<file path="src/rtl/trr_pkg.sv">
// Purpose: Shared constants and types for the temperature result register
// Assumes: One system clock; conversion logic on the same clock
// Notes:   Field positions and reset values live here only
package trr_pkg;

    // Register and field widths
    localparam int RESULT_W   = 16;
    localparam int BYTE_W     = 8;
    localparam int RAW_W      = 13;
    localparam int NORM_W     = 12;
    localparam int PTR_W      = 8;

    // Temperature field placement, left-justified
    localparam int NORM_LSB   = 4;
    localparam int EXT_LSB    = 3;
    localparam int FMT_BIT    = 0;
    localparam int HI_LSB     = 8;

    // Pointer value that selects the temperature result
    localparam logic [PTR_W-1:0] PTR_TEMP = 8'h00;

    // Reset and fixed values
    localparam logic [RESULT_W-1:0] RESULT_RST  = 16'h0000;
    localparam logic [BYTE_W-1:0]   BYTE_IDLE   = 8'h00;
    localparam logic [NORM_W-1:0]   NORM_POSMAX = 12'h07ff;
    localparam logic [NORM_W-1:0]   NORM_NEGMAX = 12'h0800;
    localparam logic [2:0]          NORM_PAD    = 3'h0;
    localparam logic [1:0]          EXT_PAD     = 2'h0;

    // Scale of one field step, in millidegrees times ten
    localparam int LSB_TENTH_MDEG = 625;

    // Result of one conversion, from the converter
    typedef struct packed {
        logic                    done;
        logic signed [RAW_W-1:0] raw;
    } trr_conv_t;

    // Requests from the two-wire protocol engine
    typedef struct packed {
        logic             ptr_wr;
        logic [PTR_W-1:0] ptr_val;
        logic             rd_start;
        logic             byte_req;
        logic             xfer_end;
    } trr_bus_req_t;

    // Read sequencer states
    typedef enum logic [1:0] {
        TRR_IDLE,
        TRR_HIGH,
        TRR_LOW,
        TRR_DONE
    } trr_state_t;

endpackage

</file>
<file path="src/rtl/trr_result.sv">
// Purpose: Temperature result register with two-byte read sequencer
// Assumes: Converter and protocol engine run on i_sys_clk
// Notes:   Read data is a snapshot taken at read start
`timescale 1ns/10ps
// What this block does
// - Each finished conversion is written into the result register.
// - The held value is 12 bits in normal format and 13 in extended.
// - A read returns the high byte first and then the low byte.
// - The field is left-justified in the top 12 or 13 bits.
// - A read may stop after the high byte with no error.
// - One field step stands for 0.0625 degrees in both formats.
// - Readings below zero are two's complement with the top bit set.
// - From reset to the first conversion the register reads zero.
// - Bit 0 of the low byte shows the format select setting.
// - All other bits of the register read as zero.
// - A read returns the register chosen by the last pointer write.
// - A nack or stop ends the read and data drive stops; a start restarts it, or ends it if another pointer is set.
module trr_result
    import trr_pkg::*;
(
    input  wire logic                i_sys_clk,
    input  wire logic                i_rst_n,
    input  wire trr_conv_t           i_conv,
    input  wire logic                i_extended_format_select,
    input  wire trr_bus_req_t        i_bus,
    output logic [RESULT_W-1:0]      o_temp_result,
    output logic [BYTE_W-1:0]        o_rd_byte,
    output logic                     o_byte_valid,
    output logic                     o_data_drive,
    output logic                     o_temp_sel,
    output logic                     o_conv_seen
);

    logic [RESULT_W-1:0] result_reg;
    logic [RESULT_W-1:0] result_next;
    logic [RESULT_W-1:0] shadow_reg;
    logic [RESULT_W-1:0] shadow_next;
    logic [PTR_W-1:0]    ptr_reg;
    logic [PTR_W-1:0]    ptr_next;
    trr_state_t          state_reg;
    trr_state_t          state_next;
    logic [BYTE_W-1:0]   byte_reg;
    logic [BYTE_W-1:0]   byte_next;
    logic                valid_reg;
    logic                valid_next;
    logic                drive_reg;
    logic                drive_next;
    logic                seen_reg;
    logic                seen_next;

    wire logic              ovf12;
    wire logic [NORM_W-1:0] sat12;
    wire logic [NORM_W-1:0] val12;
    wire logic [RESULT_W-1:0] norm_word;
    wire logic [RESULT_W-1:0] ext_word;
    wire logic [RESULT_W-1:0] fmt_word;
    wire logic              sel_temp;
    wire logic              start_ok;
    wire logic              take_byte;

    // Normal format clamps: the 12-bit field cannot hold 128 degrees
    // normal range clamp
    assign ovf12 = i_conv.raw[RAW_W-1] ^ i_conv.raw[NORM_W-1];
    assign sat12 = i_conv.raw[RAW_W-1] ? NORM_NEGMAX : NORM_POSMAX;
    assign val12 = ovf12 ? sat12 : i_conv.raw[NORM_W-1:0];

    // raw step kept as field step
    assign norm_word = {val12, NORM_PAD, 1'b0};
    assign ext_word  = {i_conv.raw, EXT_PAD, 1'b1};
    assign fmt_word  = i_extended_format_select ? ext_word : norm_word;

    // Pointer decode and read control
    // pointer picks register
    assign sel_temp  = (ptr_reg == PTR_TEMP);
    assign start_ok  = i_bus.rd_start & sel_temp;
    assign take_byte = i_bus.byte_req & ~i_bus.xfer_end;

    // Result capture; whole word at once so no torn value is stored
    // store every conversion
    assign result_next = i_conv.done ? fmt_word : result_reg;
    assign seen_next   = seen_reg | i_conv.done;
    assign ptr_next    = i_bus.ptr_wr ? i_bus.ptr_val : ptr_reg;

    assign shadow_next = start_ok ? result_reg : shadow_reg;

    // Read sequencer; a new start also restarts a read in flight
    always_comb begin
        state_next = state_reg;
        byte_next  = byte_reg;
        valid_next = 1'b0;
        drive_next = drive_reg;
        if (i_bus.xfer_end) begin
            state_next = TRR_IDLE;
            drive_next = 1'b0;
            byte_next  = BYTE_IDLE;
        end else if (start_ok) begin
            state_next = TRR_HIGH;
            drive_next = 1'b1;
        end else if (i_bus.rd_start) begin
            // Other pointer: another block answers
            state_next = TRR_IDLE;
            drive_next = 1'b0;
        end else begin
            case (state_reg)
                TRR_IDLE: begin
                    drive_next = 1'b0;
                end
                TRR_HIGH: begin
                    if (take_byte) begin
                        byte_next  = shadow_reg[RESULT_W-1:HI_LSB];
                        valid_next = 1'b1;
                        state_next = TRR_LOW;
                    end
                end
                TRR_LOW: begin
                    if (take_byte) begin
                        byte_next  = shadow_reg[HI_LSB-1:0];
                        valid_next = 1'b1;
                        state_next = TRR_DONE;
                    end
                end
                TRR_DONE: begin
                    // Extra byte requests get nothing
                    drive_next = 1'b0;
                end
                default: begin
                    state_next = TRR_IDLE;
                    drive_next = 1'b0;
                end
            endcase
        end
    end

    // Result and pointer storage
    always_ff @(posedge i_sys_clk or negedge i_rst_n) begin
        if (!i_rst_n) begin
            result_reg <= RESULT_RST;
            shadow_reg <= RESULT_RST;
            ptr_reg    <= PTR_TEMP;
            seen_reg   <= 1'b0;
        end else begin
            result_reg <= result_next;
            shadow_reg <= shadow_next;
            ptr_reg    <= ptr_next;
            seen_reg   <= seen_next;
        end
    end

    // Sequencer registers
    always_ff @(posedge i_sys_clk or negedge i_rst_n) begin
        if (!i_rst_n) begin
            state_reg <= TRR_IDLE;
            byte_reg  <= BYTE_IDLE;
            valid_reg <= 1'b0;
            drive_reg <= 1'b0;
        end else begin
            state_reg <= state_next;
            byte_reg  <= byte_next;
            valid_reg <= valid_next;
            drive_reg <= drive_next;
        end
    end

    // Select flag registered so every output is a flop
    logic sel_reg;
    always_ff @(posedge i_sys_clk or negedge i_rst_n) begin
        if (!i_rst_n) begin
            sel_reg <= 1'b1;
        end else begin
            sel_reg <= (ptr_next == PTR_TEMP);
        end
    end

    // Outputs
    assign o_temp_result = result_reg;
    assign o_rd_byte     = byte_reg;
    assign o_byte_valid  = valid_reg;
    assign o_data_drive  = drive_reg;
    assign o_temp_sel    = sel_reg;
    assign o_conv_seen   = seen_reg;

    // Checks on stored value and on read sequencing
    property p_store;
        @(posedge i_sys_clk) disable iff (!i_rst_n)
        i_conv.done |=> result_reg == $past(fmt_word);
    endproperty
    a_store: assert property (p_store)
        else $error("result not stored after conversion");

    property p_width;
        @(posedge i_sys_clk) disable iff (!i_rst_n)
        (i_conv.done && !i_extended_format_select && !ovf12)
        |=> $signed(result_reg[RESULT_W-1:NORM_LSB])
            == $signed($past(i_conv.raw[NORM_W-1:0]));
    endproperty
    a_width: assert property (p_width)
        else $error("normal field does not match conversion");

    property p_just;
        @(posedge i_sys_clk) disable iff (!i_rst_n)
        !result_reg[FMT_BIT] |-> result_reg[NORM_LSB-1:FMT_BIT+1] == NORM_PAD;
    endproperty
    a_just: assert property (p_just)
        else $error("normal field not left-justified");

    property p_step;
        @(posedge i_sys_clk) disable iff (!i_rst_n)
        (i_conv.done && i_extended_format_select)
        |=> result_reg[RESULT_W-1:EXT_LSB] == $past(i_conv.raw);
    endproperty
    a_step: assert property (p_step)
        else $error("extended field step differs from raw");

    property p_sign;
        @(posedge i_sys_clk) disable iff (!i_rst_n)
        i_conv.done |=> result_reg[RESULT_W-1] == $past(i_conv.raw[RAW_W-1]);
    endproperty
    a_sign: assert property (p_sign)
        else $error("sign bit wrong");

    property p_zero;
        @(posedge i_sys_clk) disable iff (!i_rst_n)
        !seen_reg |-> result_reg == RESULT_RST;
    endproperty
    a_zero: assert property (p_zero)
        else $error("nonzero result before first conversion");

    property p_flag;
        @(posedge i_sys_clk) disable iff (!i_rst_n)
        i_conv.done |=> result_reg[FMT_BIT] == $past(i_extended_format_select);
    endproperty
    a_flag: assert property (p_flag)
        else $error("format indicator wrong");

    property p_unused;
        @(posedge i_sys_clk) disable iff (!i_rst_n)
        result_reg[EXT_LSB-1:FMT_BIT+1] == EXT_PAD;
    endproperty
    a_unused: assert property (p_unused)
        else $error("unused bits not zero");

    property p_order;
        @(posedge i_sys_clk) disable iff (!i_rst_n)
        (state_reg == TRR_HIGH && take_byte && !i_bus.rd_start)
        |=> valid_reg && state_reg == TRR_LOW
            && byte_reg == shadow_reg[RESULT_W-1:HI_LSB];
    endproperty
    a_order: assert property (p_order)
        else $error("high byte not sent first");

    property p_low;
        @(posedge i_sys_clk) disable iff (!i_rst_n)
        (state_reg == TRR_LOW && take_byte && !i_bus.rd_start)
        |=> valid_reg && byte_reg == shadow_reg[HI_LSB-1:0];
    endproperty
    a_low: assert property (p_low)
        else $error("low byte not sent second");

    property p_drive;
        @(posedge i_sys_clk) disable iff (!i_rst_n)
        (start_ok && !i_bus.xfer_end) |=> drive_reg && state_reg == TRR_HIGH;
    endproperty
    a_drive: assert property (p_drive)
        else $error("selected read not served");

    property p_short;
        @(posedge i_sys_clk) disable iff (!i_rst_n)
        (state_reg == TRR_LOW && i_bus.xfer_end)
        |=> state_reg == TRR_IDLE ##1 !drive_reg;
    endproperty
    a_short: assert property (p_short)
        else $error("shortened read not accepted");

    property p_ptr;
        @(posedge i_sys_clk) disable iff (!i_rst_n)
        (i_bus.rd_start && !sel_temp && !i_bus.xfer_end)
        |=> !drive_reg && state_reg == TRR_IDLE;
    endproperty
    a_ptr: assert property (p_ptr)
        else $error("read served for other pointer");

    property p_end;
        @(posedge i_sys_clk) disable iff (!i_rst_n)
        i_bus.xfer_end |=> !drive_reg && !valid_reg;
    endproperty
    a_end: assert property (p_end)
        else $error("data still driven after end");

    property p_atomic;
        @(posedge i_sys_clk) disable iff (!i_rst_n)
        (state_reg != TRR_IDLE && !start_ok) |=> $stable(shadow_reg);
    endproperty
    a_atomic: assert property (p_atomic)
        else $error("snapshot changed inside a read");

endmodule // trr_result

</file>
<file path="config.mk">
export PLATFORM = sky130hd
export DESIGN_NAME = trr_result
export DESIGN_NICKNAME = d
export VERILOG_FILES = /design/src/rtl/trr_pkg.sv /design/src/rtl/trr_result.sv
export SDC_FILE = /design/constraint.sdc
export NUM_CORES = 1
export LEC_CHECK = 0
export BUFFER_PORTS_ARGS = -buffer_cell sky130_fd_sc_hd__buf_2
export CAP_MARGIN = 20
export CORE_MARGIN = 2
export CORE_UTILIZATION = 45
export CTS_CLUSTER_SIZE = 16
export DETAILED_ROUTE_END_ITERATION = 8
export PLACE_DENSITY_LB_ADDON = 0.15
export SYNTH_ARGS = -nofsm -noshare
export SYNTH_HDL_FRONTEND = slang
export SYNTH_SLANG_ARGS = --single-unit
</file>
<file path="constraint.sdc">
create_clock -name i_sys_clk -period 2 [get_ports i_sys_clk]
set_input_delay 0 -clock i_sys_clk [delete_from_list [all_inputs] [get_ports i_sys_clk]]
set_output_delay 0 -clock i_sys_clk [all_outputs]
set_load 0.01 [all_outputs]
</file>
After elaboration in Yosys (flattened, before gate mapping) --
Cells that the tools add are included.
Word-level totals: register bits 54, bits in latches 0, memory bits (writable) 0, ROM bits 0, input port bits 29, output and inout port bits 28, logic and storage cells 58, memories kept 0
Cells by class: add/sub/neg operators 0, multipliers 0, div/mod/pow operators 0, order comparisons 0, eq/ne operators 9, shift-type cells 0, mux-type cells 25, bitwise logic cells 5, reduce and logical (&&, ||, !) cells 10
Operators with widths (number):
- 8-bit two-way mux | 6
- 12-bit two-way mux | 2
- 8-bit logical NOT | 2
- 16-bit two-way mux | 1
- 8-bit one-hot mux with 2 select lines | 1
- 2-bit two-way mux | 5
- 5-bit != test, second input constant | 2
- 1-bit two-way mux | 9
- 3-bit != test, second input constant | 2
- 5-bit AND reduction | 1
- 5-bit nonzero test | 1
- 2-bit == test, second input constant | 2
- 2-bit != test, second input constant | 2
- 2-bit one-hot mux with 2 select lines | 1
- 4-bit nonzero test | 1
- 2-bit OR reduction | 2
- 3-bit AND reduction | 1
- 3-bit nonzero test | 1
- 1-bit bitwise AND | 2
- 2-bit by 1-bit == test with 1-bit output, second input constant | 1
- 2-bit logical NOT | 1
- 1-bit NOT | 1
- 1-bit OR | 1
- 1-bit bitwise XOR | 1

Depth between registers and ports, before layout --
depth in word-level cells 7, depth in mapped cells 6

Worst setup path after synthesis --
Ideal clock, no wire load.
path type register to register, start register state_reg[0], end register byte_reg[1], in the netlist o_rd_byte[1], data arrival time 1.410 ns, setup slack 0.524 ns, cell stages (with the launch flop) 7, buffers on the path 1, path through dfrtp_1 -> inv_1 -> ha_1 -> buf_2 -> o21a_1 -> a21oi_2 -> a22o_1
On the way: cells in the longest elaborated chain, start to end 5
RTL lines:
- start, declared | line trr_result.sv:40 | trr_state_t state_reg;
- start signal, assigned | line trr_result.sv:157 | state_reg <= state_next;
- 2-bit == test / 2-bit by 1-bit == test with 1-bit output (equally long branches) | line trr_result.sv:104 | case (state_reg)
- 8-bit one-hot mux with 2 select lines | line trr_result.sv:104
- 8-bit two-way mux | line trr_result.sv:99 | end else if (i_bus.rd_start) begin
- 8-bit two-way mux | line trr_result.sv:96 | end else if (start_ok) begin
- 8-bit two-way mux | line trr_result.sv:92 | if (i_bus.xfer_end) begin
- end signal, assigned | line trr_result.sv:158 | byte_reg <= byte_next;
- end, declared | line trr_result.sv:42 | logic [BYTE_W-1:0] byte_reg;
Parallel ways exist; a longest one is shown, timed or not. The select of a mux whose other input is x is not followed. A chain may end at the register's enable or synchronous reset.

Worst setup path in the final report --
start input port i_bus[8] in the netlist's numbering, end register sel_reg, in the netlist o_temp_sel
On the way: cells in the longest elaborated chain, start to end 2
RTL lines:
- start, declared | line trr_result.sv:25 | input wire trr_bus_req_t i_bus,
- 8-bit two-way mux | line trr_result.sv:82 | assign ptr_next = i_bus.ptr_wr ? i_bus.ptr_val : ptr_reg;
- 8-bit logical NOT | line trr_result.sv:170 | sel_reg <= (ptr_next == PTR_TEMP);
- end signal, assigned | line trr_result.sv:170
- end, declared | line trr_result.sv:165 | logic sel_reg;
No other way between the ends.

==> key figures <==
Synth
  • Synthesized flop and latch total: 50
  • Yosys warns: 0
  • Dominant synthesized flop cell: dfrtp_1
  • Library cells used by synthesis: 36
  • FFs w/ async S/R, synth: 100%
  • Post-Syn Instances: 185
  • Synth top area share: 53.6%
  • Post-synthesis sequential area ratio: 54.8%
  • Average size of a mapped cell: 12.4 um^2
  • Mapped Area: 2290 um^2
  • Area leader, netlist: dfrtp_1
  • Post-synth EDFFs: 0
  • Area contributors post-synth: dfrtp_1, mux2_2, mux2_4, o21ai_0, nand3b_1

Clock network
  • CTS tree: built
  • Clock network latency to the later pin of the worst-skew pair: 0.29 ns
  • Clock root buffer: clkbuf_8
  • CTS sink count: 50
  • Post-CTS Setup Bufs: 0
  • CTS Buffer Depth: 2
  • H-tree depth: 2
  • Clock buffer count from CTS: 5
  • Reg clk slew, reported paths: 0.08 ns

Hold path
  • Hold/Removal Path Class: in2reg

Die
  • Core area: 4820 um^2
  • Die height: 75.3 um
  • Die area: 5670 um^2
  • IO Count: 57
  • Die X: 75.3 um
  • Initial core utilization: 47.5%
  • Row count: 25

GRT
  • Initial antenna violation count: 0
  • GRT Total Usage: 18.1%
  • Global-route wire length before repair: 7620 um
  • Pin count of the biggest net entering global routing: 51
  • Vias in the first global route: 1601
  • Overflow after GRT: 0

Placed design
  • Post-Place Setup Slack: 0.479 ns
  • Area post-placement: 2600 um^2
  • Input/output buffers: 54
  • Routability cong.: 0.753
  • Post-DP HPWL: 3180 um
  • Inst Count DP: 298

STA
  • RSZ-0062 raised after global routing: no
  • FMAX: 643 MHz
  • Final-report setup violation count: 0
  • Slew Limit Fails: 0
  • Final WS setup: 0.444 ns
  • Post-route clock period utilization: 77.8%
  • Worst-Margin Slew: 0.600 ns
  • Layout Skew: 0.00309 ns
  • Fin Hold WS: 0.0355 ns
  • Rel. slew slack: 60.0%
  • Final Hold Viols: 0
  • Fin Setup TNS: 0 ns
  • Final Critical Period: 1.56 ns

Power and ir drop
  • Comb pwr share: 15.8%
  • P_int: 1.55 mW
  • Peak supply drop: 0.000444 V
  • Switching Share: 25.5%
  • Flop pwr share: 56.2%
  • Pwr Density: 715 nW/um^2
  • Total power: 2.08 mW
  • Switching power of the nets: 531 uW
  • Clock power share: 27.9%
  • Static Leakage: 1.37 nW

Worst setup path
  • Critical Path Sink Type: register
  • CP Launch Type: input pin
  • Crit-path slowest cell: dlygate4sd3_1
  • CP Class: in2reg
  • Req. time, crit path: 2.22 ns
  • Crit path max fanout: 2
  • Crit path DAT: 1.78 ns
  • Critical-path cell list: dlygate4sd3_1, buf_2, nor4_1, dlygate4sd3_1, nand3_1, o21ai_0
  • Crit-path most repeated cell: dlygate4sd3_1
  • Max stage delay on crit path: 0.60 ns

Run status
  • Status: finished, final reports clean

Flow run
  • Max_cap viols: 0

Finish
  • Fin area: 2920 um^2
  • Fin nets: 293
  • Area grow syn2layout: 27.5%
  • Fraction of layout cells with a size suffix above 1: 36.4%
  • Final Instance Count excl. Fillers: 328
  • Final core utilization: 60.5%
  • Antenna cells: 0

Detailed routing
  • TritonRoute pass-1 iters: 4
  • Final WL: 4590 um
  • Detail Route Antenna Nets: 0
  • Average vias per placed instance: 4.99
  • Wire per inst: 14.0 um
  • Drt drc: 0
  • Vias post-DR: 1636
  • Iter 0 DRT Violations: 59
## routing by layer
metal / global-route usage [%] / up-vias / share of wire [%]
met5: 0 / - / 0
met4: 7.60 / 0 / 2.4
met3: 4.15 / 9 / 3.4
met2: 27.3 / 37 / 46
met1: 25.3 / 783 / 48
li1: - / 807 / -
## final cells by class
cell class / instances / area (um^2)
Sequential cell: 50 / 1250
Clock inverter: 1 / 5.00
Multi-Input combinational cell: 117 / 948
Fill cell: 451 / 1900
Tap cell: 67 / 83.8
Inverter: 7 / 26.3
Clock buffer: 7 / 86.3
Timing Repair Buffer: 79 / 513
## synth_stat cells, types with 2 or more instances
library cell / count
inv_1: 7
nand2b_1: 2
mux2i_1: 6
a22o_1: 2
a21oi_1: 10
o311ai_0: 2
buf_4: 2
ha_1: 4
o21a_1: 2
nand3b_1: 9
mux2_2: 15
nor4_4: 2
nor2_1: 4
o21ai_0: 14
nand3_1: 2
dfrtp_1: 49
buf_2: 2
o2bb2ai_1: 6
nand2_1: 14
mux2_4: 9
nor4_1: 2
clkbuf_1: 6
## layout by cell type, fill, tap and decap left out, types with 2 or more instances in the layout
cell / instances
mux2_4: 9
nor2_1: 4
nand2b_1: 2
o2bb2ai_1: 6
conb_1: 2
nor4_1: 2
o21ai_0: 14
o21a_1: 2
dlygate4sd3_1: 22
buf_4: 3
buf_2: 54
clkbuf_8: 6
nand3_1: 2
nor4_4: 2
a21oi_1: 10
inv_1: 7
mux2i_1: 6
ha_1: 4
nand2_1: 14
nand3b_1: 9
mux2_2: 15
o311ai_0: 2
dfrtp_1: 49
a22o_1: 2
## worst max-delay path, delay by kind of cell
| family | cells | cell delay (ns) |
|---|---|---|
| AND/OR/NAND/NOR | 2 | 0.39 |
| buffers and inverters | 3 | 1.29 |
| AO/OA/AOI/OAI | 1 | 0.10 |
## cell families after synthesis
group	after synthesis	share of synthesized area (%)
other	1	0.164
and+or+nand+nor	42	12.2
AOI/OAI and AO/OA	39	10.8
buffers and inverters	19	3.89
muxes	30	15.9
DFF	50	54.8
adders and majority gates	4	2.19
## path summary, 6_finish.rpt
path                                  start  slack [ns]  cells after the start       endpoint
worst max-delay path               i_bus[8]        0.44                      6     o_temp_sel
worst max register to register   ptr_reg[4]        0.49                      3  shadow_reg[0]
min in group asynchronous           i_rst_n        0.32                      3   state_reg[1]
worst min register to register  o_conv_seen        0.47                      1    o_conv_seen
max in group asynchronous           i_rst_n        1.27                      3  shadow_reg[4]
worst min-delay path              i_bus[11]        0.04                      2     o_temp_sel
## power by group through the flow
stage               clock network, mW  logic, mW  registers, mW
floorplan                           0      0.168           1.19
global placement                    0      0.295           1.19
detailed placement                  0      0.300           1.19
CTS                             0.604      0.333           1.17
global route                    0.657      0.372           1.18
finish                          0.582      0.330           1.17
## what timing repair did
item,4_1_cts,5_1_grt
hold buffers,22,0
gates resized for setup,0,0
endpoints found under the hold margin,71,0
Note: power is estimated with default switching activity, not from simulation.
